[src/verilog/torque_disable_pkg.sv]
// package for the dual-channel torque disable block
// assumes one 250 MHz clock and a synchronous power-on reset
`default_nettype none
package torque_disable_pkg;
  localparam int unsigned CLK_MHZ            = 250;
  localparam int unsigned IMMUNITY_US        = 2000;
  localparam int unsigned REACTION_US        = 6000;
  localparam int unsigned FAULT_MIN_MS       = 1600;
  localparam int unsigned FAULT_MAX_MS       = 3000;
  localparam int unsigned FAULT_TYP_MS       = 2300;
  // filter delay: above immunity width, at the typical reaction time
  localparam int unsigned REACTION_CYCLES    = REACTION_US * CLK_MHZ;
  localparam int unsigned IMMUNITY_CYCLES    = IMMUNITY_US * CLK_MHZ;
  localparam int unsigned FAULT_TYP_CYCLES   = FAULT_TYP_MS * 1000 * CLK_MHZ;
  localparam int unsigned FAULT_MIN_CYCLES   = FAULT_MIN_MS * 1000 * CLK_MHZ;
  localparam int unsigned FAULT_MAX_CYCLES   = FAULT_MAX_MS * 1000 * CLK_MHZ;

  typedef enum logic [2:0] {
    ST_RUN   = 3'b001,
    ST_TRIP  = 3'b010,
    ST_FAULT = 3'b100
  } td_state_t;

  typedef struct packed {
    logic drive_enable;
    logic trip;
    logic safe_indicator;
    logic fault_latched;
  } td_status_t;
endpackage : torque_disable_pkg
`default_nettype wire

[src/verilog/dual_channel_torque_disable.sv]
// dual-channel torque disable: filters two stop inputs, times disagreement
// assumes stop inputs synchronous to ref_clk; rst is the power-on reset only
// Function
// RL1: channel A low disables drive
// RL2: run only when both inputs high
// RL3: indicator on in safe state
// RL4: both low: trip, indicator on; the code keeps the indicator off once the fault is latched
// RL5: one low: trip, indicator off
// RL6: disagreement past maximum time latches fault
// RL7: fault cleared only by power cycle
// RL8: no fault below minimum disagreement time
// RL9: disagreement means inputs in opposite states
// RL10: both high: enable run, indicator off
// RL11: indicator tracks inputs on auxiliary supply
// RL12: indicator is indication only, not proof
// RL13: ignore low pulses shorter than immunity width
// RL14: react after input low for reaction time
// RL15: timer restarts when channels agree again
`timescale 1ns/1ns
`default_nettype none
module dual_channel_torque_disable
  import torque_disable_pkg::*;
#(
  parameter int unsigned FILTER_CYCLES = REACTION_CYCLES,
  parameter int unsigned FAULT_CYCLES  = FAULT_TYP_CYCLES
) (
  input  wire logic ref_clk,
  input  wire logic rst,
  input  wire logic channel_a_stop_input,
  input  wire logic channel_b_stop_input,
  output var  logic drive_enable,
  output var  logic trip,
  output var  logic safe_indicator,
  output var  logic fault_latched
);
  localparam int FW = $clog2(FILTER_CYCLES + 1);
  localparam int TW = $clog2(FAULT_CYCLES + 1);

  // refuse counts that the filter and the fault timer cannot serve
  if (FILTER_CYCLES < 1) begin : g_bad_filter
    $error("FILTER_CYCLES must be at least 1");
  end
  // a fault time beyond the maximum would let a disagreement run on unlatched
  if (FAULT_CYCLES < 2 || FAULT_CYCLES > FAULT_MAX_CYCLES) begin : g_bad_fault
    $error("FAULT_CYCLES out of range");
  end

  logic [FW-1:0] low_cnt_a;
  logic [FW-1:0] low_cnt_b;
  logic [FW-1:0] next_low_cnt_a;
  logic [FW-1:0] next_low_cnt_b;
  logic          filt_a;
  logic          filt_b;
  logic          next_filt_a;
  logic          next_filt_b;
  logic [TW-1:0] dis_cnt;
  logic [TW-1:0] next_dis_cnt;
  td_state_t     state;
  td_state_t     next_state;
  td_status_t    status;
  td_status_t    next_status;

  // input filters: a low must persist FILTER_CYCLES before it counts
  always_comb begin
    next_low_cnt_a = '0;
    next_low_cnt_b = '0;
    next_filt_a    = 1'b1;
    next_filt_b    = 1'b1;
    if (!channel_a_stop_input) begin
      next_low_cnt_a = (low_cnt_a == FW'(FILTER_CYCLES)) ? low_cnt_a : low_cnt_a + 1'b1; // RL13
      next_filt_a    = (low_cnt_a != FW'(FILTER_CYCLES)); // RL14
    end
    if (!channel_b_stop_input) begin
      next_low_cnt_b = (low_cnt_b == FW'(FILTER_CYCLES)) ? low_cnt_b : low_cnt_b + 1'b1; // RL13
      next_filt_b    = (low_cnt_b != FW'(FILTER_CYCLES)); // RL14
    end
  end

  // disagreement timer and state
  always_comb begin
    next_dis_cnt = '0;
    next_state   = state;
    if (filt_a != filt_b) begin // RL9
      next_dis_cnt = dis_cnt + 1'b1;
    end // RL15
    unique case (state)
      ST_RUN:   if (!(filt_a && filt_b)) next_state = ST_TRIP; // RL1
      ST_TRIP: begin
        if (dis_cnt == TW'(FAULT_CYCLES - 1)) next_state = ST_FAULT; // RL6 RL8
        else if (filt_a && filt_b) next_state = ST_RUN; // RL2
      end
      ST_FAULT: next_state = ST_FAULT; // RL7
      default:  next_state = ST_FAULT;
    endcase
    if (next_state == ST_FAULT) next_dis_cnt = '0;
  end

  // outputs, computed from next state so they change in the same cycle as state
  always_comb begin
    next_status.drive_enable   = (next_state == ST_RUN); // RL10
    next_status.trip           = (next_state != ST_RUN); // RL4 RL5
    next_status.fault_latched  = (next_state == ST_FAULT);
    // indicator independent of main power, only both-low outside fault
    next_status.safe_indicator = (next_state == ST_TRIP) && !next_filt_a && !next_filt_b
                                 && !(filt_a != filt_b); // RL3 RL11
  end

  always_ff @(posedge ref_clk) begin
    if (rst) begin
      // counters start saturated so the filters come out of reset low (safe)
      low_cnt_a <= FW'(FILTER_CYCLES);
      low_cnt_b <= FW'(FILTER_CYCLES);
      filt_a    <= 1'b0;
      filt_b    <= 1'b0;
      dis_cnt   <= '0;
      state     <= ST_TRIP;
      status    <= '{drive_enable: 1'b0, trip: 1'b1, safe_indicator: 1'b0,
                     fault_latched: 1'b0};
    end else begin
      low_cnt_a <= next_low_cnt_a;
      low_cnt_b <= next_low_cnt_b;
      filt_a    <= next_filt_a;
      filt_b    <= next_filt_b;
      dis_cnt   <= next_dis_cnt;
      state     <= next_state;
      status    <= next_status;
    end
  end

  assign drive_enable   = status.drive_enable;
  assign trip           = status.trip;
  assign safe_indicator = status.safe_indicator;
  assign fault_latched  = status.fault_latched;

  // checking aid: consecutive cycles of filtered disagreement, saturating
  logic [TW-1:0] dis_run;
  logic [TW-1:0] next_dis_run;

  always_comb begin
    next_dis_run = '0;
    if (filt_a != filt_b) begin
      next_dis_run = (dis_run == TW'(FAULT_CYCLES)) ? dis_run : dis_run + 1'b1;
    end
  end

  always_ff @(posedge ref_clk) begin
    if (rst) begin
      dis_run <= '0;
    end else begin
      dis_run <= next_dis_run;
    end
  end

  // run permission
  // drive_enable follows the filters one register late
  a_run_needs_both: assert property (@(posedge ref_clk) disable iff (rst) // RL2
    drive_enable |-> $past(filt_a) && $past(filt_b) && state == ST_RUN)
    else $error("drive enabled without both inputs high");
  a_run_entry: assert property (@(posedge ref_clk) disable iff (rst) // RL2
    $rose(drive_enable) |-> $past(filt_a) && $past(filt_b))
    else $error("run entered without both inputs high");
  a_b_low_stops: assert property (@(posedge ref_clk) disable iff (rst) // RL2
    !filt_b |=> !drive_enable)
    else $error("drive enabled with channel b low");
  a_trip_vs_run: assert property (@(posedge ref_clk) disable iff (rst) // RL1
    trip != drive_enable)
    else $error("trip and drive enable agree");

  // fault latch, disagreement timer and channel a stop
  a_fault_state: assert property (@(posedge ref_clk) disable iff (rst) // RL7
    (state == ST_FAULT) |=> state == ST_FAULT)
    else $error("fault state left");
  a_fault_quiet: assert property (@(posedge ref_clk) disable iff (rst) // RL7
    fault_latched |-> !safe_indicator && !drive_enable)
    else $error("outputs active in fault");
  a_a_low_stops: assert property (@(posedge ref_clk) disable iff (rst) // RL1
    !filt_a |=> !drive_enable)
    else $error("drive enabled with channel a low");
  a_fault_sticks: assert property (@(posedge ref_clk) disable iff (rst) // RL7
    fault_latched |=> fault_latched && !drive_enable && trip)
    else $error("fault latch released");
  a_fault_timing: assert property (@(posedge ref_clk) disable iff (rst) // RL6
    $rose(state == ST_FAULT) |-> $past(dis_cnt) == TW'(FAULT_CYCLES - 1))
    else $error("fault latched at wrong count");
  a_fault_min: assert property (@(posedge ref_clk) disable iff (rst) // RL8
    $rose(state == ST_FAULT) |-> $past(dis_run) >= TW'(FAULT_CYCLES - 1))
    else $error("fault time below minimum");
  a_timer_reset: assert property (@(posedge ref_clk) disable iff (rst) // RL15
    (filt_a == filt_b) |=> dis_cnt == '0)
    else $error("timer not cleared on agreement");

  // safe-state indicator
  a_ind_both_low: assert property (@(posedge ref_clk) disable iff (rst) // RL4
    (!next_filt_a && !next_filt_b && !filt_a && !filt_b && next_state == ST_TRIP)
    |=> safe_indicator && trip)
    else $error("both low without indicator");
  a_ind_one_low: assert property (@(posedge ref_clk) disable iff (rst) // RL5
    (filt_a != filt_b) |=> !safe_indicator && trip)
    else $error("indicator on during disagreement");
  a_ind_both_high: assert property (@(posedge ref_clk) disable iff (rst) // RL10
    drive_enable |-> !safe_indicator)
    else $error("indicator on while running");
  a_ind_both_up: assert property (@(posedge ref_clk) disable iff (rst) // RL10
    (filt_a && filt_b) |=> !safe_indicator)
    else $error("indicator on with both inputs high");
  a_safe_needs_low: assert property (@(posedge ref_clk) disable iff (rst) // RL3
    safe_indicator |-> !filt_a && !filt_b)
    else $error("indicator on without both inputs low");

  // input filters: a low shorter than the filter span never reaches them
  a_pulse_immune: assert property (@(posedge ref_clk) disable iff (rst) // RL13
    (filt_a && !channel_a_stop_input && low_cnt_a != FW'(FILTER_CYCLES)) |=> filt_a)
    else $error("short low pulse reached filter a");
  a_pulse_immune_b: assert property (@(posedge ref_clk) disable iff (rst) // RL13
    (filt_b && !channel_b_stop_input && low_cnt_b != FW'(FILTER_CYCLES)) |=> filt_b)
    else $error("short low pulse reached filter b");
endmodule : dual_channel_torque_disable
`default_nettype wire

[config.mk]
export PLATFORM = sky130hd
export DESIGN_NAME = dual_channel_torque_disable
export DESIGN_NICKNAME = d
export VERILOG_FILES = /design/src/verilog/torque_disable_pkg.sv /design/src/verilog/dual_channel_torque_disable.sv
export SDC_FILE = /design/constraint.sdc
export NUM_CORES = 1
export LEC_CHECK = 0
export BUFFER_PORTS_ARGS = -buffer_cell sky130_fd_sc_hd__buf_4
export CORE_MARGIN = 4
export CORE_UTILIZATION = 42
export DETAILED_ROUTE_END_ITERATION = 12
export GPL_TIMING_DRIVEN = 0
export MAX_ROUTING_LAYER = met4
export PLACE_DENSITY = 0.71
export REMOVE_ABC_BUFFERS = 1
export SLEW_MARGIN = 5
export SYNTH_ARGS = -nofsm -noshare
export SYNTH_HDL_FRONTEND = slang
export SYNTH_SLANG_ARGS = --single-unit
export TNS_END_PERCENT = 50
[constraint.sdc]
create_clock -name ref_clk -period 1.91 [get_ports ref_clk]
set_input_delay 0.382 -clock ref_clk [delete_from_list [all_inputs] [get_ports ref_clk]]
set_output_delay 0.382 -clock ref_clk [all_outputs]
set_load 0.05 [all_outputs]
### Yosys cells after proc, flatten, opt, wreduce, memory -nomap -nowiden

Index checks and enable logic that the tools add are counted.

| cells by class | value |
|---|---|
| $add $sub $neg | 3 |
| equality and inequality tests | 14 |
| muxes and demuxes | 10 |
| bitwise operators | 1 |
| reduce and logical (&&, ||, !) cells | 10 |

Operator list:

| cell | number |
|---|---|
| two-way mux 21 bit | 4 |
| adder 21 x 1 -> 21 bit (second input constant) | 2 |
| == test 21 bit (second input constant) | 2 |
| inequality test 21 bit (second input constant) | 2 |
| adder 30 x 1 -> 30 bit (second input constant) | 1 |
| == test 30 bit (second input constant) | 1 |
| two-way mux 3 bit | 3 |
| == test 3 x 1 -> 1 bit (second input constant) | 2 |
| == test 3 x 2 -> 1 bit (second input constant) | 2 |
| one-hot mux 3 bit (2 select lines) | 1 |
| logical AND 1 bit | 4 |
| inequality test 2 bit (second input constant) | 2 |
| OR reduction 2 bit | 2 |
| == test 3 bit (second input constant) | 1 |
| logical NOT 1 bit | 3 |
| inequality test 3 x 1 -> 1 bit (second input constant) | 1 |
| OR reduction 3 bit | 1 |
| two-way mux 1 bit | 2 |
| inequality test 1 bit | 1 |
| inverter 1 bit | 1 |

| storage, ports and cells | value |
|---|---|
| register bits after elaboration | 81 |
| output and inout bits | 4 |

### Logic depth before layout (Yosys ltp)

Gate-level depths: netlist of run 1.

| depth | value |
|---|---|
| depth after elaboration | 8 |
| gate-level depth with buffers | 8 |

### Worst setup path after synthesis of run 1

Ideal clock, no wire load.

| path | value |
|---|---|
| path kind | register to register |
| from | reg dis_cnt[0] |
| to | reg dis_cnt[9] |
| setup time | 0.064 ns |
| arrival time | 1.727 ns |
| slack | 0.119 ns |
| stages on the path, launching flop included | 9 |
| path buffers | 2 |
| clock period less this slack | 1.791 ns |
| cell sequence | dfxtp_1 -> ha_1 -> and4_1 -> nand2_1 -> o41ai_2 -> a2111o_1 -> buf_6 -> buf_6 -> nor2_1 |

| between the ends | value |
|---|---|
| word-level cells in the longest chain between the ends | 5 |
| elaborated cells between the ends (all ways) | 6 |
| classes of those cells | add/sub (1); eq/ne (2); mux (2); reduce/logical (1) |

RTL lines:

| item | line | source |
|---|---|---|
| start, declared | dual_channel_torque_disable.sv:56 | `logic [TW-1:0] dis_cnt;` |
| start signal, assigned | dual_channel_torque_disable.sv:124 | `dis_cnt <= next_dis_cnt;` |
| == test 30 bit | dual_channel_torque_disable.sv:89 | `if (dis_cnt == TW'(FAULT_CYCLES - 1)) next_state = ST_FAULT;` |
| two-way mux 3 bit | dual_channel_torque_disable.sv:89 |  |
| one-hot mux 3 bit (2 select lines) | dual_channel_torque_disable.sv:86 | `unique case (state)` |
| == test 3 bit | dual_channel_torque_disable.sv:95 | `if (next_state == ST_FAULT) next_dis_cnt = '0;` |
| OR reduction 3 bit (no line) | n/a |  |

Several ways; a longest one is shown, not always the timed one.
A chain may end at the register's enable or synchronous reset.

### Worst setup path after layout of run 1

| path | value |
|---|---|
| from | reg dis_cnt[26] |
| to | reg dis_cnt[3] |

| between the ends | value |
|---|---|
| word-level cells in the longest chain between the ends | 5 |

RTL lines:

| item | line |
|---|---|
| == test 30 bit | dual_channel_torque_disable.sv:89 |
| two-way mux 3 bit | dual_channel_torque_disable.sv:89 |
| one-hot mux 3 bit (2 select lines) | dual_channel_torque_disable.sv:86 |
| == test 3 bit | dual_channel_torque_disable.sv:95 |
| OR reduction 3 bit (no line) | n/a |

No other way between the ends.

==> results of run 1 <==
[worst reg2reg max path: stages (launching register included)]
cell and delay, ps:
dfxtp_4 370, nor4b_4 250, nand4b_1 180, o41ai_4 550, a2111o_2 290, clkbuf_16 180, nor2_2 40
[registers in the layout (all words and copies together) (netlist names), 3 cells and up]
signal,count
dis_cnt,30
state,3
low_cnt_b,21
low_cnt_a,21
[per-layer routing]
layer  vias up  GRT usage  share of wire
met2        54      0.240           0.49
met5         -          -              0
li1       1432          -              -
met1      1343      0.178           0.46
met3        15     0.0420          0.032
met4         0     0.0552          0.017
[placed cells by master, fill, tap and decap left out, drive strengths merged]
| cell type | count |
|---|---|
| a2111o | 3 |
| a21o | 10 |
| a21oi | 5 |
| and2 | 6 |
| and3 | 12 |
| and3b | 1 |
| and4 | 9 |
| and4b | 1 |
| buf | 12 |
| bufinv | 3 |
| clkbuf | 11 |
| clkinv | 2 |
| dfxtp | 81 |
| ha | 6 |
| inv | 12 |
| mux2i | 2 |
| nand2 | 21 |
| nand2b | 2 |
| nand3 | 28 |
| nand3b | 2 |
| nand4 | 26 |
| nand4b | 1 |
| nor2 | 62 |
| nor2b | 1 |
| nor3 | 8 |
| nor3b | 2 |
| nor4 | 8 |
| nor4b | 3 |
| o21ai | 1 |
| o21bai | 11 |
| o41ai | 1 |
| or2 | 2 |
| or3 | 2 |
| or4 | 1 |
| xnor2 | 20 |
| xor2 | 45 |
[area by class of cell]
type,count,area share
multi-input cells,302,0.491
clock inverters,6,0.0262
flip-flops and latches,81,0.381
inverters,11,0.00961
clock buffers,10,0.0320
well taps,105,0.0306
repair buffers,13,0.0297
[through the flow]
stage,cells,utilization,power [mW]
4_1_cts,525,0.494,3.57
3_3_place_gp,504,0.453,2.00
2_1_floorplan,392,-,1.94
6_report,528,0.515,3.56
3_5_place_dp,504,0.453,2.01
5_1_grt,528,0.515,3.69
[kinds of logic after synthesis]
kind of cell	share of synthesized area
AOI/OAI and AO/OA	0.0588
muxes	0.00547
DFF	0.443
adders and majority gates	0.0205
buffers and inverters	0.0301
and+or+nand+nor	0.287
xor gates and xnor gates	0.156
[power by group]
part / total (mW) / switching, mW / internal (mW)
registers: 1.78 / 0.0460 / 1.73
logic: 0.239 / 0.135 / 0.104
clock network: 1.54 / 0.626 / 0.911
total: 3.56 / 0.808 / 2.75
[path summary, 6_finish.rpt]
path	to	slack [ps]
setup reg to reg	dis_cnt[3]	-60
hold reg to reg	dis_cnt[29]	540
hold / removal	low_cnt_a[14]	220
setup / recovery	dis_cnt[3]	-60
[repair_timing]
action	4_1_cts	5_1_grt
pin swaps	5	11
setup endpoints to repair	36	45
gates resized for setup	8	36
hold buffers	0	0
buffers inserted	3	2
cloned	2	1
==> results.toml, run 1 <==
[outcome]
outcome = "finished, violations left"
violations = "setup timing"

[floorplan]
rows = 33
die-area_sq_mm = 0.0103
start_util = 0.439
die_h_microns = 101
core_area_sq_mm = 0.00834
fp.dieW_microns = 101
ios = 8

[global_route]
grt_max_degree = 35
grt_use_total = 0.149
grt_pass1_wl_microns = 12000
grt_overflow = 0
first_global_vias = 2647
antenna_found_initial = 0

[clock_tree]
root_buffer = "clkbuf_8"
cts_tree = "done"
clkSlewWorstSetupHoldPaths_ps = 90
htree_levels = 3
cts_made_buffers = 9
cts.sinks = 81
clockBufferDepth = 2
clkLatencyLatePin_ps = 350

[critical_path]
crit_chain = "nor4b_4 -> nand4b_1 -> o41ai_4 -> a2111o_2 -> clkbuf_16 -> nor2_2"
cp_max_fo = 7
cp_num_buf_inv = 1
start_kind = "flip-flop"
crit_start = "dis_cnt[26]"
cp-end-kind = "flip-flop"
slowest_delay_ps = 550
crit_cells = 6
arrival_ps = 2210
r2r.worst_path.cells = 6
crit_family = "compound AO/OA/AOI/OAI gates"
required_ps = 2150
rr_startpoint = "dis_cnt[26]"
timing_worst_setup_path_type = "reg -> reg"
cp_slowest_cell = "o41ai_4"

[cells_and_area]
fin_nets = 428
antenna_cells = 0
final_area_sq_mm = 0.00430
drive_gt1_frac = 0.156
regArea_sq_mm = 0.00164
fillCellCount = 758
syn_to_final_growth_pct = 17.4
multi_input_area_sq_mm = 0.00211

[place]
dp_hpwl_microns = 4540
dpl_cell_area_sq_mm = 0.00378
pre_cts_slack_ps = -557
gp_congestion = 0.840
port_buffers = 7

[timing]
tightest_slew_ps = 520
tns_ps = -662
timing.final.crit_share = 1.03
timing.fmax_mhz = 509
maxSlewHeadroom = 0.651
fin_crit_ps = 1970
postLayoutSetupSlackWorst_ps = -55.9
setup_viol = 15
finalHoldViolCount = 0
drv_slew = 0
hold_ws_ps = 222
skew_ps = 12.5
rsz0062_at_grt = "true"

[routing]
wirelength_microns = 7520
drt_iter0_drc = 83
vias = 2844
routedWlPerCell_microns = 14.2
post-route-drc-count = 0
via_per_inst = 5.39
dr.pass1.iters = 4
antenna_left = 0

[worst_hold_path]
min_from = "channel_a_stop_input"
hp-class = "in -> reg"
min_path_cells = 2

[yosys]
yosys.cell_count.top_type = "dfxtp_1"
post-synth-top-area-cell = "dfxtp_1"
ys_warn_count = 0
seq_area_frac_synth = 0.443
async_reset_ff_frac = 0
avgSynthCellArea_sq_um = 9.06
synthCells = 404
synthFlopType = "dfxtp_1"
synth_commonest_cells = "dfxtp_1 (81), nor2_1 (62), xor2_1 (45)"
synth_seq_cells = 81
synth.area.top_cells = "dfxtp_1 (44%), xor2_1 (11%), nor2_1 (6.4%)"
ys_types = 39
synth-edff-count = 0
synth_top_area_frac = 0.443
synth_area_sq_mm = 0.00366

[power]
p_leak_nw = 1.55
power_density_mw_per_mm2 = 828
ir_drop_mv = 0.507

[job]
drv_cap = 0
No activity file was read; power rests on OpenSTA's default activity.
==> inputs of run 2 (changes only) <==
--- a/config.mk
+++ b/config.mk
@@ -6,6 +6,7 @@
 export NUM_CORES = 1
 export LEC_CHECK = 0
 export BUFFER_PORTS_ARGS = -buffer_cell sky130_fd_sc_hd__buf_4
+export CORE_ASPECT_RATIO = 0.75
 export CORE_MARGIN = 4
 export CORE_UTILIZATION = 42
 export DETAILED_ROUTE_END_ITERATION = 12
==> run 2 against run 1 <==
Against the previous run:
- the run now ends clean
- clock skew decreased by 3.3 ps
- count of clock-buffer cells in the layout decreased by 1
- die area increased by 0.15%
- cell area decreased by 1.3%
- clock power increased by 8%
- utilization decreased by 1.6 points
- sequential power about the same
- global-route usage increased by 1.2 points
- sequential cell count unchanged
- setup slack improved by 120 ps
- non-clock buffer count decreased by 2
- hold slack improved by 28 ps
==> results.toml, run 2 (synthesis gave the netlist of run 1 again) <==
[critical_path]
crit_start = "dis_cnt[27]"
cp_max_fo = 15
cp-end-kind = "flip-flop"
start_kind = "flip-flop"
rr_startpoint = "dis_cnt[27]"
timing_worst_setup_path_type = "reg -> reg"
arrival_ps = 2080
required_ps = 2140
timing.rr.end = "dis_cnt[16]"
reg2reg_slack_ps = 60
r2r.worst_path.cells = 6

[power]
power_density_mw_per_mm2 = 867
p_total_mw = 3.67
swShare = 0.229
clockPowerShare = 0.454
power_frac_seq = 0.486
ir_drop_mv = 0.552
power.internal_mw = 2.83
switchingPower_mw = 0.841
p_leak_nw = 1.54
power_frac_comb = 0.060

[timing]
setup_viol = 0
rsz0062_at_grt = "true"
skew_ps = 9.21
timing.final.crit_share = 0.969
maxSlewHeadroom = 0.699
tightest_slew_ps = 447
fin_crit_ps = 1850
drv_slew = 0
finalHoldViolCount = 0
timing.fmax_mhz = 541
postLayoutSetupSlackWorst_ps = 59.9

[place]
port_buffers = 7
dp_hpwl_microns = 4680
dp.cells = 507
dpl_cell_area_sq_mm = 0.00378
gp_congestion = 0.792
pre_cts_slack_ps = -505

[floorplan]
fp.dieW_microns = 116
ios = 8
start_util = 0.431
core_area_sq_mm = 0.00849
die_h_microns = 88.9
die-area_sq_mm = 0.0103
rows = 29

[cells_and_area]
mostFrequentLayoutCell = "dfxtp_1"
reg_top3 = "dis_cnt (30), low_cnt_a (21), low_cnt_b (21)"
fin_nets = 425
utilization = 0.499
final_area_sq_mm = 0.00424
largest_register = "dis_cnt"
largest_reg_flops = 30
layout_common_cells = "dfxtp_1 (77), nor2_1 (59), xor2_1 (45)"
instances_no_fill = 526
antenna_cells = 0
drive_gt1_frac = 0.127
syn_to_final_growth_pct = 15.8

[routing]
wirelength_microns = 7340
drt_iter0_drc = 156
routedWlPerCell_microns = 14.0
vias = 2791
antenna_left = 0
via_per_inst = 5.31
dr.pass1.iters = 4
post-route-drc-count = 0

[clock_tree]
cts_made_buffers = 9
cts_tree = "done"
holdBufCountCts = 0
cts.sinks = 81
root_buffer = "clkbuf_16"
clkLatencyLatePin_ps = 340
clkSlewWorstSetupHoldPaths_ps = 60
htree_levels = 3
clockBufferDepth = 2

[global_route]
grt_use_total = 0.161
grt_max_degree = 34
antenna_found_initial = 0
grt_overflow = 0
first_global_vias = 2714
grt_pass1_wl_microns = 12500

[job]
drv_cap = 0

[worst_hold_path]
hp-class = "in -> reg"
min_from = "channel_a_stop_input"
hold_end = "low_cnt_a[14]"
min_path_cells = 2

[outcome]
outcome = "completed"
==> run 2: changes by cell type in the layout (fill, tap and decap cells not counted), moves of 3 or more <==
cell       change
nor2_2         -5
buf_4          -3
nor2_1         +9
nor2_4         -4
clkbuf_16      +8
clkbuf_8      -10
==> run 2: worst max-delay path, cell delays in order (launching register included) <==
cell and delay (ps):
dfxtp_2 330, nor4b_2 280, nand4b_1 190, o41ai_4 500, a2111o_2 240, buf_12 140, nor2_1 50
==> run 2: power by group through the flow <==
stage	registers [mW]	logic [mW]	clock network, mW
floorplan	1.82	0.119	0
global placement	1.82	0.182	0
detailed placement	1.82	0.187	0
CTS	1.78	0.215	1.71
global route	1.79	0.246	1.79
finish	1.78	0.220	1.67
==> run 2: how the worst max path moves through the flow <==
stage                  end  slack [ps]  cells past startpoint
2_1_floorplan  dis_cnt[10]        -100                      6
3_3_place_gp   dis_cnt[17]        -480                      6
3_5_place_dp   dis_cnt[17]        -510                      6
4_1_cts        dis_cnt[17]         -10                      7
5_1_grt        dis_cnt[25]         -50                      6
6_report       dis_cnt[16]          60                      6
==> run 2: timing repair <==
item / 4_1_cts / 5_1_grt
endpoints found under the setup margin: 31 / 42
setup buffers: 4 / 0
cloned: 1 / 0
pin swaps: 2 / 14
resized for setup: 7 / 22
==> run 2: stage by stage <==
| step | hold slack [ps] | TNS [ps] |
|---|---|---|
| finish | 249 | 0 |
| global route | 238 | -1160 |
| CTS | 238 | -92.2 |
| detailed placement | 461 | -14060 |
| global placement | 454 | -13810 |
| floorplan | 441 | -2830 |
==> run 2: area by class of cell <==
cell class	instances	area, sq um
clock inverters	5	58.8
flip-flops and latches	81	1630
clock buffers	9	225
repair buffers	11	103
well taps	108	135
multi-input cells	301	2050
fillers	816	4250
inverters	11	41.3
==> run 2: layer usage <==
layer / routed length (microns) / track usage
met1: 3580 / 0.194
met3: 294 / 0.0643
met5: 0 / -
met4: 63 / 0.0537
met2: 3400 / 0.247
